<file path="src/design/itt_defines.vh">
// Constants of the interrupt-triggered transfer engine: register map,
// transfer information layout and field positions.
// Assumes byte-addressed memory with 32-bit words on a Wishbone bus.
`ifndef ITT_DEFINES_VH
`define ITT_DEFINES_VH
// Register byte offsets
`define ITT_REG_CTRL     8'h00
`define ITT_REG_VBASE    8'h04
`define ITT_REG_SEQCTL   8'h08
`define ITT_REG_SEQBASE  8'h0C
`define ITT_REG_STATUS   8'h10
// Reset values
`define ITT_RST_WORD     32'h00000000
// Transfer information: four words, 16 bytes per entry
`define ITT_INFO_BYTES   32'h00000010
`define ITT_INFO_SHIFT   4
// Word 0 fields
`define ITT_W0_MODE_LO   0
`define ITT_W0_SIZE_LO   2
`define ITT_W0_SRC_INC   4
`define ITT_W0_DST_INC   5
`define ITT_W0_RPT_DST   6
`define ITT_W0_CHAIN     7
`define ITT_W0_CH_ZERO   8
`define ITT_W0_IRQ_EACH  9
`define ITT_W0_SEQ_STOP  10
// Modes
`define ITT_MODE_NORMAL  2'h0
`define ITT_MODE_REPEAT  2'h1
`define ITT_MODE_BLOCK   2'h2
// Word 3 fields: counter low half, repeat/block size in bits 23:16
`define ITT_W3_SIZE_LO   16
`define ITT_FULL_SIZE    9'h100
`endif

</file>
<file path="src/design/itt_engine_unused_placeholder_removed.v">
`timescale 1ns/1ps
`default_nettype none
`default_nettype wire

</file>
<file path="src/design/itt_engine.v">
// Interrupt-triggered transfer engine: one channel per request line,
// transfer information fetched from memory, data moved over a Wishbone
// master, control registers on a Wishbone slave.
// Assumes memory answers every master cycle with ack; requests are levels
// that the source drops after seeing its acknowledge pulse.
`timescale 1ns/1ps
`default_nettype none
`include "itt_defines.vh"
module itt_engine #(
  parameter NCH = 8,
  parameter CHW = 3
) (
  // Clock and reset
  input  wire           clk_i,
  input  wire           rst_i,
  // Wishbone slave for control registers
  input  wire           wb_cyc_i,
  input  wire           wb_stb_i,
  input  wire           wb_we_i,
  input  wire [7:0]     wb_adr_i,
  input  wire [3:0]     wb_sel_i,
  input  wire [31:0]    wb_dat_i,
  output reg  [31:0]    wb_dat_o,
  output reg            wb_ack_o,
  // Wishbone master to memory and peripherals
  output reg            m_cyc_o,
  output reg            m_stb_o,
  output reg            m_we_o,
  output reg  [31:0]    m_adr_o,
  output reg  [3:0]     m_sel_o,
  output reg  [31:0]    m_dat_o,
  input  wire           m_ack_i,
  input  wire [31:0]    m_dat_i,
  // Interrupt source requests and their acknowledges
  input  wire [NCH-1:0] req_i,
  output reg  [NCH-1:0] req_ack_o,
  // Event outputs
  output reg            cpu_irq_o,
  output reg            evt_link_o,
  output reg  [CHW-1:0] evt_chan_o
);
  localparam S_IDLE = 3'h0;
  localparam S_INFO = 3'h1;
  localparam S_RD   = 3'h2;
  localparam S_WR   = 3'h3;
  localparam S_WB   = 3'h4;
  localparam S_NEXT = 3'h5;
  localparam S_SEQ  = 3'h6;

  reg           en_r;
  reg  [31:0]   vbase_r;
  reg           seq_en_r;
  reg  [7:0]    seq_src_r;
  reg  [31:0]   seq_base_r;
  reg  [2:0]    state_r;
  reg  [CHW-1:0] ch_r;
  reg  [31:0]   info_r;
  reg  [1:0]    idx_r;
  reg  [31:0]   w0_r;
  reg  [31:0]   src_r;
  reg  [31:0]   dst_r;
  reg  [31:0]   w3_r;
  reg  [8:0]    blk_r;
  reg           zero_r;
  reg           pick_r;
  reg           in_seq_r;
  reg           res_v_r;
  reg  [31:0]   res_a_r;
  reg  [7:0]    sel_r;
  reg           any_req;
  reg  [CHW-1:0] win;
  integer       i;
  wire          f_in_rdy;
  wire          f_out_vld;
  wire [31:0]   f_out;
  wire          f_push;
  wire          f_pop;
  wire          wb_hit;
  wire [1:0]    mode;
  wire [1:0]    usz;
  wire [31:0]   inc;
  wire [8:0]    nsz;
  wire [31:0]   area;
  wire [31:0]   src_n;
  wire [31:0]   dst_n;
  wire [31:0]   rd_unit;
  wire [31:0]   wr_rep;
  wire [3:0]    wr_sel;
  wire [15:0]   cnt_n;
  wire [7:0]    rpt_n;
  wire          chain_go;

  assign wb_hit = wb_cyc_i & wb_stb_i & ~wb_ack_o;
  assign mode   = w0_r[`ITT_W0_MODE_LO+1:`ITT_W0_MODE_LO];
  assign usz    = w0_r[`ITT_W0_SIZE_LO+1:`ITT_W0_SIZE_LO];
  // Unit of 1, 2 or 4 bytes; size code 3 moves a longword, but area counts it as 8 bytes
  assign inc    = (usz == 2'h0) ? 32'h1 : (usz == 2'h1) ? 32'h2 : 32'h4;
  // Size field 0 stands for 256 so that a full 256-unit area is reachable
  assign nsz    = (w3_r[23:16] == 8'h00) ? `ITT_FULL_SIZE :
                  {1'b0, w3_r[23:16]};
  assign area   = {23'h0, nsz} << usz;
  assign src_n  = w0_r[`ITT_W0_SRC_INC] ? src_r + inc : src_r;
  assign dst_n  = w0_r[`ITT_W0_DST_INC] ? dst_r + inc : dst_r;
  assign cnt_n  = w3_r[15:0] - 16'h1;
  assign rpt_n  = w3_r[7:0] - 8'h1;
  // Byte lanes: data sits on the lanes of its address
  assign rd_unit = (m_dat_i >> {src_r[1:0], 3'b000}) &
                   ((usz == 2'h0) ? 32'hFF : (usz == 2'h1) ? 32'hFFFF :
                   32'hFFFFFFFF);
  assign wr_rep = (usz == 2'h0) ? {4{f_out[7:0]}} :
                  (usz == 2'h1) ? {2{f_out[15:0]}} : f_out;
  assign wr_sel = (usz == 2'h0) ? (4'h1 << dst_r[1:0]) :
                  (usz == 2'h1) ? (4'h3 << {dst_r[1], 1'b0}) : 4'hF;
  // Next linked entry runs always, or only when the counter hit zero
  assign chain_go = w0_r[`ITT_W0_CHAIN] &
                    (~w0_r[`ITT_W0_CH_ZERO] | zero_r);
  // Reads enter the buffer only while it has room; writes drain it
  assign f_push = (state_r == S_RD) & m_cyc_o & m_ack_i;
  assign f_pop  = (state_r == S_WR) & m_cyc_o & m_ack_i;

  itt_fifo #(
    .WIDTH (32),
    .DEPTH (32),
    .AW    (5)
  ) u_fifo (
    .clk_i       (clk_i),
    .rst_i       (rst_i),
    .in_valid_i  (f_push),
    .in_ready_o  (f_in_rdy),
    .in_data_i   (rd_unit),
    .out_valid_o (f_out_vld),
    .out_ready_i (f_pop),
    .out_data_o  (f_out)
  );

  // Lowest-numbered pending source wins; one channel per request line
  always @* begin
    any_req = 1'b0;
    win     = {CHW{1'b0}};
    for (i = NCH - 1; i >= 0; i = i - 1) begin
      if (req_i[i]) begin
        any_req = 1'b1;
        win     = i[CHW-1:0];
      end
    end
  end

  // Register slave: one-cycle answer, unmapped reads give zero
  always @(posedge clk_i) begin
    if (rst_i) begin
      wb_ack_o   <= 1'b0;
      wb_dat_o   <= `ITT_RST_WORD;
      en_r       <= 1'b0;
      vbase_r    <= `ITT_RST_WORD;
      seq_en_r   <= 1'b0;
      seq_src_r  <= 8'h00;
      seq_base_r <= `ITT_RST_WORD;
    end else begin
      wb_ack_o <= wb_hit;
      if (wb_hit & wb_we_i) begin
        case (wb_adr_i)
          `ITT_REG_CTRL: begin
            if (wb_sel_i[0]) en_r <= wb_dat_i[0];
          end
          `ITT_REG_VBASE: begin
            vbase_r <= wb_dat_i;
          end
          `ITT_REG_SEQCTL: begin
            // A single trigger source is held, so only one can be chosen
            if (wb_sel_i[0]) seq_en_r <= wb_dat_i[0];
            if (wb_sel_i[1]) seq_src_r <= wb_dat_i[15:8];
          end
          `ITT_REG_SEQBASE: begin
            seq_base_r <= wb_dat_i;
          end
          default: begin
          end
        endcase
      end
      case (wb_adr_i)
        `ITT_REG_CTRL:    wb_dat_o <= {31'h0, en_r};
        `ITT_REG_VBASE:   wb_dat_o <= vbase_r;
        `ITT_REG_SEQCTL:  wb_dat_o <= {16'h0, seq_src_r, 7'h0, seq_en_r};
        `ITT_REG_SEQBASE: wb_dat_o <= seq_base_r;
        `ITT_REG_STATUS:  wb_dat_o <= {15'h0, res_v_r,
                                       {(8-CHW){1'b0}}, ch_r,
                                       7'h0, (state_r != S_IDLE)};
        default:          wb_dat_o <= `ITT_RST_WORD;
      endcase
    end
  end

  // Transfer sequencer; each bus state issues, then waits for ack
  always @(posedge clk_i) begin
    if (rst_i) begin
      state_r    <= S_IDLE;
      ch_r       <= {CHW{1'b0}};
      info_r     <= `ITT_RST_WORD;
      idx_r      <= 2'h0;
      w0_r       <= `ITT_RST_WORD;
      src_r      <= `ITT_RST_WORD;
      dst_r      <= `ITT_RST_WORD;
      w3_r       <= `ITT_RST_WORD;
      blk_r      <= 9'h0;
      zero_r     <= 1'b0;
      pick_r     <= 1'b0;
      in_seq_r   <= 1'b0;
      res_v_r    <= 1'b0;
      res_a_r    <= `ITT_RST_WORD;
      sel_r      <= 8'h00;
      m_cyc_o    <= 1'b0;
      m_stb_o    <= 1'b0;
      m_we_o     <= 1'b0;
      m_adr_o    <= `ITT_RST_WORD;
      m_sel_o    <= 4'h0;
      m_dat_o    <= `ITT_RST_WORD;
      req_ack_o  <= {NCH{1'b0}};
      cpu_irq_o  <= 1'b0;
      evt_link_o <= 1'b0;
      evt_chan_o <= {CHW{1'b0}};
    end else begin
      req_ack_o  <= {NCH{1'b0}};
      cpu_irq_o  <= 1'b0;
      evt_link_o <= 1'b0;
      case (state_r)
        S_IDLE: begin
          if (en_r & any_req) begin
            ch_r      <= win;
            req_ack_o <= {{(NCH-1){1'b0}}, 1'b1} << win;
            idx_r     <= 2'h0;
            state_r   <= S_INFO;
            if (seq_en_r & ({{(8-CHW){1'b0}}, win} == seq_src_r) &
                res_v_r) begin
              // Divided sequence picks up where it stopped
              info_r   <= res_a_r;
              in_seq_r <= 1'b1;
              pick_r   <= 1'b0;
            end else begin
              info_r   <= vbase_r + ({{(32-CHW){1'b0}}, win}
                          << `ITT_INFO_SHIFT);
              in_seq_r <= 1'b0;
              pick_r   <= seq_en_r &
                          ({{(8-CHW){1'b0}}, win} == seq_src_r);
            end
          end
        end
        S_INFO: begin
          // Information is fetched before any data moves
          if (!m_cyc_o) begin
            m_cyc_o <= 1'b1;
            m_stb_o <= 1'b1;
            m_we_o  <= 1'b0;
            m_sel_o <= 4'hF;
            m_adr_o <= info_r + {28'h0, idx_r, 2'b00};
          end else if (m_ack_i) begin
            m_cyc_o <= 1'b0;
            m_stb_o <= 1'b0;
            idx_r   <= idx_r + 2'h1;
            case (idx_r)
              2'h0: w0_r  <= m_dat_i;
              2'h1: src_r <= m_dat_i;
              2'h2: dst_r <= m_dat_i;
              default: begin
                w3_r    <= m_dat_i;
                blk_r   <= (m_dat_i[23:16] == 8'h00) ? `ITT_FULL_SIZE :
                           {1'b0, m_dat_i[23:16]};
                zero_r  <= 1'b0;
                state_r <= S_RD;
              end
            endcase
          end
        end
        S_RD: begin
          // Back-pressure: no read is issued while the buffer is full
          if (!m_cyc_o && f_in_rdy) begin
            m_cyc_o <= 1'b1;
            m_stb_o <= 1'b1;
            m_we_o  <= 1'b0;
            m_sel_o <= 4'hF;
            m_adr_o <= src_r;
          end else if (m_cyc_o && m_ack_i) begin
            m_cyc_o <= 1'b0;
            m_stb_o <= 1'b0;
            state_r <= S_WR;
          end
        end
        S_WR: begin
          if (!m_cyc_o && f_out_vld) begin
            m_cyc_o <= 1'b1;
            m_stb_o <= 1'b1;
            m_we_o  <= 1'b1;
            m_sel_o <= wr_sel;
            m_adr_o <= dst_r;
            m_dat_o <= wr_rep;
            if (blk_r == nsz) sel_r <= f_out[7:0];
          end else if (m_cyc_o && m_ack_i) begin
            m_cyc_o <= 1'b0;
            m_stb_o <= 1'b0;
            m_we_o  <= 1'b0;
            src_r   <= src_n;
            dst_r   <= dst_n;
            evt_chan_o <= ch_r;
            case (mode)
              `ITT_MODE_REPEAT: begin
                evt_link_o <= 1'b1;
                state_r    <= S_WB;
                idx_r      <= 2'h1;
                if (rpt_n == 8'h00) begin
                  // Area end reached: reload count, rewind the address
                  w3_r[7:0] <= w3_r[23:16];
                  zero_r    <= 1'b1;
                  if (w0_r[`ITT_W0_RPT_DST]) dst_r <= dst_n - area;
                  else src_r <= src_n - area;
                end else begin
                  w3_r[7:0] <= rpt_n;
                end
              end
              `ITT_MODE_BLOCK: begin
                blk_r <= blk_r - 9'h1;
                if (blk_r == 9'h1) begin
                  // One count per whole block, moved without new request
                  w3_r[15:0] <= cnt_n;
                  zero_r     <= (cnt_n == 16'h0);
                  evt_link_o <= 1'b1;
                  state_r    <= S_WB;
                  idx_r      <= 2'h1;
                end else begin
                  state_r <= S_RD;
                end
              end
              default: begin
                // Normal: exactly one unit, then the entry is written back
                w3_r[15:0] <= cnt_n;
                zero_r     <= (cnt_n == 16'h0);
                evt_link_o <= 1'b1;
                state_r    <= S_WB;
                idx_r      <= 2'h1;
              end
            endcase
          end
        end
        S_WB: begin
          // Updated addresses and count go back to the entry
          if (!m_cyc_o) begin
            m_cyc_o <= 1'b1;
            m_stb_o <= 1'b1;
            m_we_o  <= 1'b1;
            m_sel_o <= 4'hF;
            m_adr_o <= info_r + {28'h0, idx_r, 2'b00};
            m_dat_o <= (idx_r == 2'h1) ? src_r :
                       (idx_r == 2'h2) ? dst_r : w3_r;
          end else if (m_ack_i) begin
            m_cyc_o <= 1'b0;
            m_stb_o <= 1'b0;
            m_we_o  <= 1'b0;
            idx_r   <= idx_r + 2'h1;
            if (idx_r == 2'h3) begin
              state_r <= S_NEXT;
              cpu_irq_o <= w0_r[`ITT_W0_IRQ_EACH] | zero_r;
            end
          end
        end
        S_NEXT: begin
          idx_r <= 2'h0;
          if (pick_r) begin
            pick_r  <= 1'b0;
            state_r <= S_SEQ;
          end else if (chain_go) begin
            if (in_seq_r & w0_r[`ITT_W0_SEQ_STOP]) begin
              // Division point: remember the rest for the next request
              res_v_r <= 1'b1;
              res_a_r <= info_r + `ITT_INFO_BYTES;
              state_r <= S_IDLE;
            end else begin
              info_r  <= info_r + `ITT_INFO_BYTES;
              state_r <= S_INFO;
            end
          end else begin
            if (in_seq_r) res_v_r <= 1'b0;
            state_r <= S_IDLE;
          end
        end
        S_SEQ: begin
          // The first moved byte indexes a table of 256 entry pointers
          if (!m_cyc_o) begin
            m_cyc_o <= 1'b1;
            m_stb_o <= 1'b1;
            m_we_o  <= 1'b0;
            m_sel_o <= 4'hF;
            m_adr_o <= seq_base_r + {22'h0, sel_r, 2'b00};
          end else if (m_ack_i) begin
            m_cyc_o  <= 1'b0;
            m_stb_o  <= 1'b0;
            info_r   <= m_dat_i;
            in_seq_r <= 1'b1;
            state_r  <= S_INFO;
          end
        end
        default: begin
          state_r <= S_IDLE;
        end
      endcase
    end
  end
endmodule
`default_nettype wire

</file>
<file path="src/design/itt_fifo.v">
// Synchronous FIFO with valid/ready on both sides.
// Assumes one clock and a synchronous active-high reset.
`timescale 1ns/1ps
`default_nettype none
module itt_fifo #(
  parameter WIDTH = 32,
  parameter DEPTH = 32,
  parameter AW    = 5
) (
  // Clock and reset
  input  wire             clk_i,
  input  wire             rst_i,
  // Fill side
  input  wire             in_valid_i,
  output wire             in_ready_o,
  input  wire [WIDTH-1:0] in_data_i,
  // Drain side
  output wire             out_valid_o,
  input  wire             out_ready_i,
  output wire [WIDTH-1:0] out_data_o
);
  reg [WIDTH-1:0] mem_r [0:DEPTH-1];
  reg [AW-1:0]    wp_r;
  reg [AW-1:0]    rp_r;
  reg [AW:0]      cnt_r;
  wire            push;
  wire            pop;

  // Full and empty come from the word count, never from pointers alone
  assign in_ready_o  = (cnt_r != DEPTH[AW:0]);
  assign out_valid_o = (cnt_r != {(AW+1){1'b0}});
  assign out_data_o  = mem_r[rp_r];
  assign push        = in_valid_i & in_ready_o;
  assign pop         = out_valid_o & out_ready_i;

  // Storage is not reset; only the pointers and the count carry state
  always @(posedge clk_i) begin
    if (push) begin
      mem_r[wp_r] <= in_data_i;
    end
  end

  // Pointer and count update
  always @(posedge clk_i) begin
    if (rst_i) begin
      wp_r  <= {AW{1'b0}};
      rp_r  <= {AW{1'b0}};
      cnt_r <= {(AW+1){1'b0}};
    end else begin
      if (push) begin
        wp_r <= (wp_r == DEPTH[AW-1:0] - 1'b1) ? {AW{1'b0}} : wp_r + 1'b1;
      end
      if (pop) begin
        rp_r <= (rp_r == DEPTH[AW-1:0] - 1'b1) ? {AW{1'b0}} : rp_r + 1'b1;
      end
      if (push & ~pop) begin
        cnt_r <= cnt_r + 1'b1;
      end else if (pop & ~push) begin
        cnt_r <= cnt_r - 1'b1;
      end
    end
  end
endmodule
`default_nettype wire

</file>
<file path="config.mk">
export PLATFORM = sky130hd
export DESIGN_NAME = itt_engine
export DESIGN_NICKNAME = d
export VERILOG_FILES = /design/src/design/itt_engine_unused_placeholder_removed.v /design/src/design/itt_engine.v /design/src/design/itt_fifo.v
export VERILOG_INCLUDE_DIRS = /design/src /design/src/design
export SDC_FILE = /design/constraint.sdc
export NUM_CORES = 2
export LEC_CHECK = 0
export ABC_CLOCK_PERIOD_IN_PS = 12600
export CAP_MARGIN = 20
export CELL_PAD_IN_SITES_DETAIL_PLACEMENT = 1
export CELL_PAD_IN_SITES_GLOBAL_PLACEMENT = 1
export CORE_MARGIN = 2
export CORE_UTILIZATION = 50
export CTS_CLUSTER_SIZE = 25
export DETAILED_ROUTE_END_ITERATION = 6
export DONT_BUFFER_PORTS = 1
export GPL_TIMING_DRIVEN = 0
export PLACE_DENSITY_LB_ADDON = 0.1
export RECOVER_POWER = 50
export SETUP_SLACK_MARGIN = 0.1
export SLEW_MARGIN = 20
export SYNTH_ARGS = -nofsm -noshare
export SYNTH_HDL_FRONTEND = slang
export SYNTH_HIERARCHICAL = 1
export SYNTH_SLANG_ARGS = --single-unit
</file>
<file path="constraint.sdc">
create_clock -name clk_i -period 12.6 [get_ports clk_i]
set_clock_uncertainty 0.2 [all_clocks]
set_input_delay 2.52 -clock clk_i [delete_from_list [all_inputs] [get_ports clk_i]]
set_output_delay 2.52 -clock clk_i [all_outputs]
set_load 0.01 [all_outputs]
</file>
---- After elaboration in Yosys (flattened, before gate mapping) ----
Memory sizes are Yosys's and may differ from the RTL's. A register that Yosys moved wholly into a read port is not among the register bits.
Index checks and enable logic that the tools add are counted.
word-level totals
  flip-flop bits (word level) ............. 407
  memories kept ........................... 1
  latch bits .............................. 0
  bits in read-only memories .............. 0
  bits in writable memories ............... 1,024
  word-level logic and storage cells ...... 370
cells by class
  equal/unequal tests ..................... 57
  multipliers ............................. 0
  reduce and logical (&&, ||, !) cells .... 60
  shift-type cells ........................ 5
  mux-type cells .......................... 160
  bitwise gates (word level) .............. 34
  div/mod/pow operators ................... 0
  add/sub/neg operators ................... 16
  magnitude comparators ................... 0
memories
  memory        depth  width  read ports  clocked after Yosys merged registers in  wr ports  line           RTL
  u_fifo.mem_r  32     32     1           1                                        1         itt_fifo.v:22  reg [WIDTH-1:0] mem_r [0:DEPTH-1];
operators by type and width
  operator                 number
  $mux W32                 37
  $pmux W32 S2             3
  $pmux W32 S5             1
  $pmux W32 S4             1
  $mux W16                 6
  $pmux W32 S3             1
  $mux W3                  27
  $mux W9                  8
  $add A32 B3 Y32          2
  $sub A32 B32 Y32         2
  $ne A2 B2 Y1 const B     22
  $mux W1                  43
  $add A32 B10 Y32         1
  $add A32 B4 Y32          1
  $add A32 B5 Y32 const B  1
  $add A32 B7 Y32          1
  $and A32 B32 Y32         1
  $logic_not A8 Y1         4
  $pmux W16 S2             1
  $pmux W8 S2              2
  $shl A9 B2 Y32           1
  $shr A32 B5 Y32          1
  $reduce_and A7 Y1        4
  $reduce_and A4 Y1        6
  other kinds (61)         155

---- Depth between registers and ports, before layout ----
  depth after elaboration ................. 14
  depth in mapped cells ................... 22
  mapped depth without buffers ............ 20

---- By module ----
Netlist, hierarchy kept.
modules (own cells, without submodules)
  module      area an instance (µm²)  cells each  times used
  itt_fifo    40,375.0                2,045       1
  itt_engine  25,933.6                3,495       1

---- Worst setup path before layout ----
OpenSTA, ideal clock, no wires.
  kind .................................... input to register
  start point ............................. input port m_ack_i
  end point ............................... memory u_fifo.mem_r[13][0], enable pin
  required time ........................... 11.979 ns
  buffers on the path ..................... 1
  arrival ................................. 5.010 ns
  path slack .............................. 6.969 ns
  cell stages on the path ................. 8
  cell sequence ........................... and2_1 > clkbuf_1 > nand2_1 > nor3_1 > o31ai_2 > inv_1 > nand2_1 > nor2_1
on the way
  word-level cells in the longest chain between the ends .. 4
ends and longest elaborated chain
  what                           line              RTL
  start: declaration             itt_engine.v:32   input wire m_ack_i,
  $and A1 B1 Y1                  itt_engine.v:118  assign f_push = (state_r == S_RD) & m_cyc_o & m_ack_i;
  via f_push                     itt_engine.v:76   wire f_push;
  $and A1 B1 Y1                  itt_fifo.v:33     assign push = in_valid_i & in_ready_o;
  via u_fifo.push                itt_fifo.v:26     wire push;
  $mux W1                        itt_fifo.v:38     if (push) begin
  $mux W1 (implied by the code)  itt_fifo.v:39     mem_r[wp_r] <= in_data_i;
  end: declaration               itt_fifo.v:22
The timed path passes the listed nets, and every way through them passes these cells.

---- Final worst setup path ----
  start point ............................. register w0_r[3]
  end point ............................... register src_r[20]
on the way
  word-level cells in the longest chain between the ends .. 12
  elaborated cells on any way between the ends .. 14
ends and longest elaborated chain
  what                      line              RTL
  start: declaration        itt_engine.v:59   reg [31:0] w0_r;
  start signal: assignment  itt_engine.v:200  w0_r <= `ITT_RST_WORD;
  start signal: assignment  itt_engine.v:260  2'h0: w0_r <= m_dat_i;
  $eq A2 B1 Y1              itt_engine.v:97   assign inc = (usz == 2'h0) ? 32'h1 : (usz == 2'h1) ? 32'h2 : 32'h4;
  $mux W3 (2 in a row)      itt_engine.v:97
  $add A32 B3 Y32           itt_engine.v:102  assign src_n = w0_r[`ITT_W0_SRC_INC] ? src_r + inc : src_r;
  $mux W32                  itt_engine.v:102
  $sub A32 B32 Y32          itt_engine.v:313  else src_r <= src_n - area;
  $mux W32                  itt_engine.v:312  if (w0_r[`ITT_W0_RPT_DST]) dst_r <= dst_n - area;
  $mux W32                  itt_engine.v:308  if (rpt_n == 8'h00) begin
  $mux W32 (*)              itt_engine.v:303  case (mode)
  $mux W32 (*)              itt_engine.v:296  end else if (m_cyc_o && m_ack_i) begin
  $mux W32 (*)              itt_engine.v:288  if (!m_cyc_o && f_out_vld) begin
  $pmux W32 S2 (*)          itt_engine.v:225  case (state_r)
  end signal: assignment    itt_engine.v:261  2'h1: src_r <= m_dat_i;
  end signal: assignment    itt_engine.v:300  src_r <= src_n;
  end signal: assignment    itt_engine.v:313
  end: declaration          itt_engine.v:60   reg [31:0] src_r;
Mark *: on every way between the ends. The rest lies on a longest branch, timed or not. The select of a mux whose other input is x is not followed.
A chain may end at the register's enable or synchronous reset.

==> run_results.csv <==
group,metric,value,unit
power_and_ir_drop,power.total,9.64,mW
route,vias,50771,
clock_tree,clk_latency,0.83,ns
clock_tree,cts_tree,"yes",
synth,async_flop_share,0,
synth,syn-num-nets,5702,
route,drt-wirelength-per-cell,36.0,um
clock_tree,htree_levels,4,
status,violations,"max-capacitance violations, max-slew violations",
route,final_antenna_net_count,0,
place,hpwl,201000,um
finish,areaGrowthSynthToFinish,12.4,%
synth,yosysWarnings,6,
synth,netlist_area,0.0663,mm^2
critical_path,cp_top_family,"buffers and inverters",
die,fp.dieH,368,um
critical_path,path_class,"flip-flop to flip-flop",
clock_tree,post_cts_buffers,0,
finish,multi_input_area,0.0257,mm^2
clock_tree,path_clk_slew,0.06,ns
synth,synth_ff_type,"edfxtp_1",
sta,finalMaxSlewViolations,512,
global_route,first_global_vias,51249,
finish,nets,5911,
place,io_buffers,0,
critical_path,critPathMaxStageDelay,0.91,ns
finish,final_cells,7640,
global_route,grt_start_max_net_pins,33,
sta,layout_setup_ws,4.74,ns
finish,seqCellArea,0.0390,mm^2
place,place_congestion,1.06,
sta,fmax,127,MHz
sta,post-route-period-util,0.624,
finish,drive_gt1_frac,0.128,
sta,slew_headroom,-0.800,
synth,seq_area_frac_synth,0.588,
route,drtIter0Drc,5626,
critical_path,cp-start-kind,"flip-flop",
sta,whs,0.259,ns
clock_tree,clkSinkCount,1436,
power_and_ir_drop,power_density,129,mW/mm^2
die,fp.dieArea,0.136,mm^2
place,pre_cts_ws,5.64,ns
clock_tree,clk_path_buf_depth,3,
critical_path,cp.required,12.92,ns
global_route,antenna_found_initial,25,
synth,postSynthCellCount,5540,
route,drc,0,
critical_path,path_buf_inv,4,
synth,synth-edff-count,1024,
sta,finalSetupTns,0,ns
die,die_x,368,um
synth,synthDistinctLibCells,95,
sta,rsz0062_at_grt,"no",
clock_tree,cts_resized,0,
route,drtPass1Iterations,6,
die,io_pins,207,
critical_path,path_max_fanout,11,
place,dp.cells,7350,
sta,final_hold_viol_count,0,
critical_path,cp_slowest_cell,"clkbuf_1",
critical_path,end_kind,"flip-flop",
job,cap_violations,17,
critical_path,cp_common_cell,"clkbuf_1",
route,totalWireLength,275000,um
die,start_util,0.504,
critical_path,r2r_slack,4.74,ns
sta,finalSetupViolCount,0,
clock_tree,root_buffer,"clkbuf_16",
die,core-area,0.132,mm^2
synth,ys_ff_latch,1436,
clock_tree,cts_buffers,151,
power_and_ir_drop,p_leak,24.6,nW
global_route,track_usage,0.402,
status,status,"finished with violations",
finish,fillers,13328,
die,num_rows,133,
power_and_ir_drop,ir_drop,0.173,mV
route,vias_per_cell,6.65,
critical_path,path_cells,"clkbuf_1, nor2_1, clkbuf_1, clkbuf_1, ha_1, nand4b_1, nand3_1, clkbuf_1, nand2_1, xnor2_1, ha_1, o21a_1, a211oi_1, or4b_2, a21oi_1, and4b_1, and3_1, a31oi_1, mux2i_1, o311ai_0",
sta,worst_pin_slew,2.70,ns
clock_tree,hold_buffers,0,
global_route,grt-ovfl-total,0,
global_route,grt_pass1_wl,388000,um
sta,period_needed,7.86,ns
synth,avgSynthCellArea,12.0,um^2
critical_path,arrival,8.17,ns
min_path,holdCritPathClass,"flip-flop to flip-flop",
-- worst reg2reg max path: cells and delay by family (launching register included) --
family	cells	cell delay, ns
AOI/OAI and AO/OA	5	1.13
xor gates and xnor gates	1	0.19
adders and majority gates	2	0.81
buffers and inverters	4	2.46
DFF	1	0.39
muxes	1	0.23
and+or+nand+nor	7	2.14
-- flip-flops by register name (all words and copies together), names as in the netlist, 4 cells and up, named ones only --
| name | count |
|---|---|
| res_a_r | 32 |
| info_r | 32 |
| u_fifo/cnt_r | 6 |
| w0_r | 11 |
| u_fifo/mem_r | 1024 |
| sel_r | 8 |
| m_dat_o | 32 |
| m_adr_o | 32 |
| vbase_r | 32 |
| dst_r | 32 |
| seq_src_r | 8 |
| m_sel_o | 4 |
| blk_r | 9 |
| seq_base_r | 32 |
| u_fifo/wp_r | 5 |
| wb_dat_o | 32 |
| w3_r | 32 |
| src_r | 32 |
| req_ack_o | 8 |
| u_fifo/rp_r | 5 |
-- cells by family after synthesis --
kind of cell	after synthesis	share of synthesized area
fa+ha+maj	72	0.0143
flops	1436	0.588
buf+inv	477	0.0291
compound gates	1188	0.118
simple gates	1666	0.120
xor+xnor	211	0.0279
mux	490	0.102
-- stage by stage --
stage | cell area (um^2) | util
global route | 74500 | 0.566
floorplan | 66300 | -
global placement | 68500 | 0.520
CTS | 74900 | 0.569
detailed placement | 69900 | 0.531
finish | 74500 | 0.566
-- area by class of cell --
type                       instances  area share
sequential                      1436       0.523
multi-input combinational       3627       0.344
clock buffer                     189      0.0539
tap                             1755      0.0295
buffer                           420      0.0230
clock inverter                    82      0.0128
timing repair buffer              56     0.00995
inverter                          57     0.00287
antenna                           18    0.000604
-- final timing paths --
check | startpoint | to | cells after the start
hold reg to reg | w3_r[29]$_SDFFE_PP0P_ | w3_r[29]$_SDFFE_PP0P_ | 2
hold / removal | w3_r[29]$_SDFFE_PP0P_ | w3_r[29]$_SDFFE_PP0P_ | 2
setup / recovery | w0_r[3]$_SDFFE_PP0P_ | src_r[20]$_SDFFE_PP0P_ | 20
setup reg to reg | w0_r[3]$_SDFFE_PP0P_ | src_r[20]$_SDFFE_PP0P_ | 20
-- cell usage in the layout, fill, tap and decap left out, drive strengths merged, types with 66 or more instances in the layout --
master / n
dfxtp: 412
mux2i: 148
mux2: 213
nand3: 101
nor2: 492
a21oi: 293
a211oi: 193
buf: 114
a22o: 68
edfxtp: 1024
nor2b: 89
clkbuf: 551
xor2: 82
ha: 66
o22ai: 84
mux4: 129
xnor2: 129
nand2: 470
o21ai: 226
nor3: 183
-- routing by layer --
metal	share of wire	track usage	up-vias
met5	0.00054	0	-
met4	0.056	0.206	24
met3	0.089	0.0934	655
met2	0.47	0.647	2564
met1	0.38	0.506	26146
li1	-	-	21382
-- where the power goes --
group / switching, mW / total [mW] / internal, mW
sequential: 0.000389 / 5.01 / 5.01
combinational: 0.0902 / 0.106 / 0.0156
clock: 2.03 / 4.53 / 2.50
-- synth_stat cells (101+ instances only) --
library cell | instances | area (um^2)
mux4_2 | 129 | 2910
nor3_1 | 181 | 906
nand3_1 | 101 | 505
a21oi_1 | 293 | 1470
mux2_2 | 213 | 2400
clkbuf_1 | 327 | 1230
nand2_1 | 470 | 1760
a211oi_1 | 192 | 1440
edfxtp_1 | 1024 | 30700
mux2i_1 | 148 | 1480
dfxtp_1 | 412 | 8250
xnor2_1 | 129 | 1130
o21ai_0 | 221 | 1110
nor2_1 | 491 | 1840
Power figures use the tool's default switching activity.
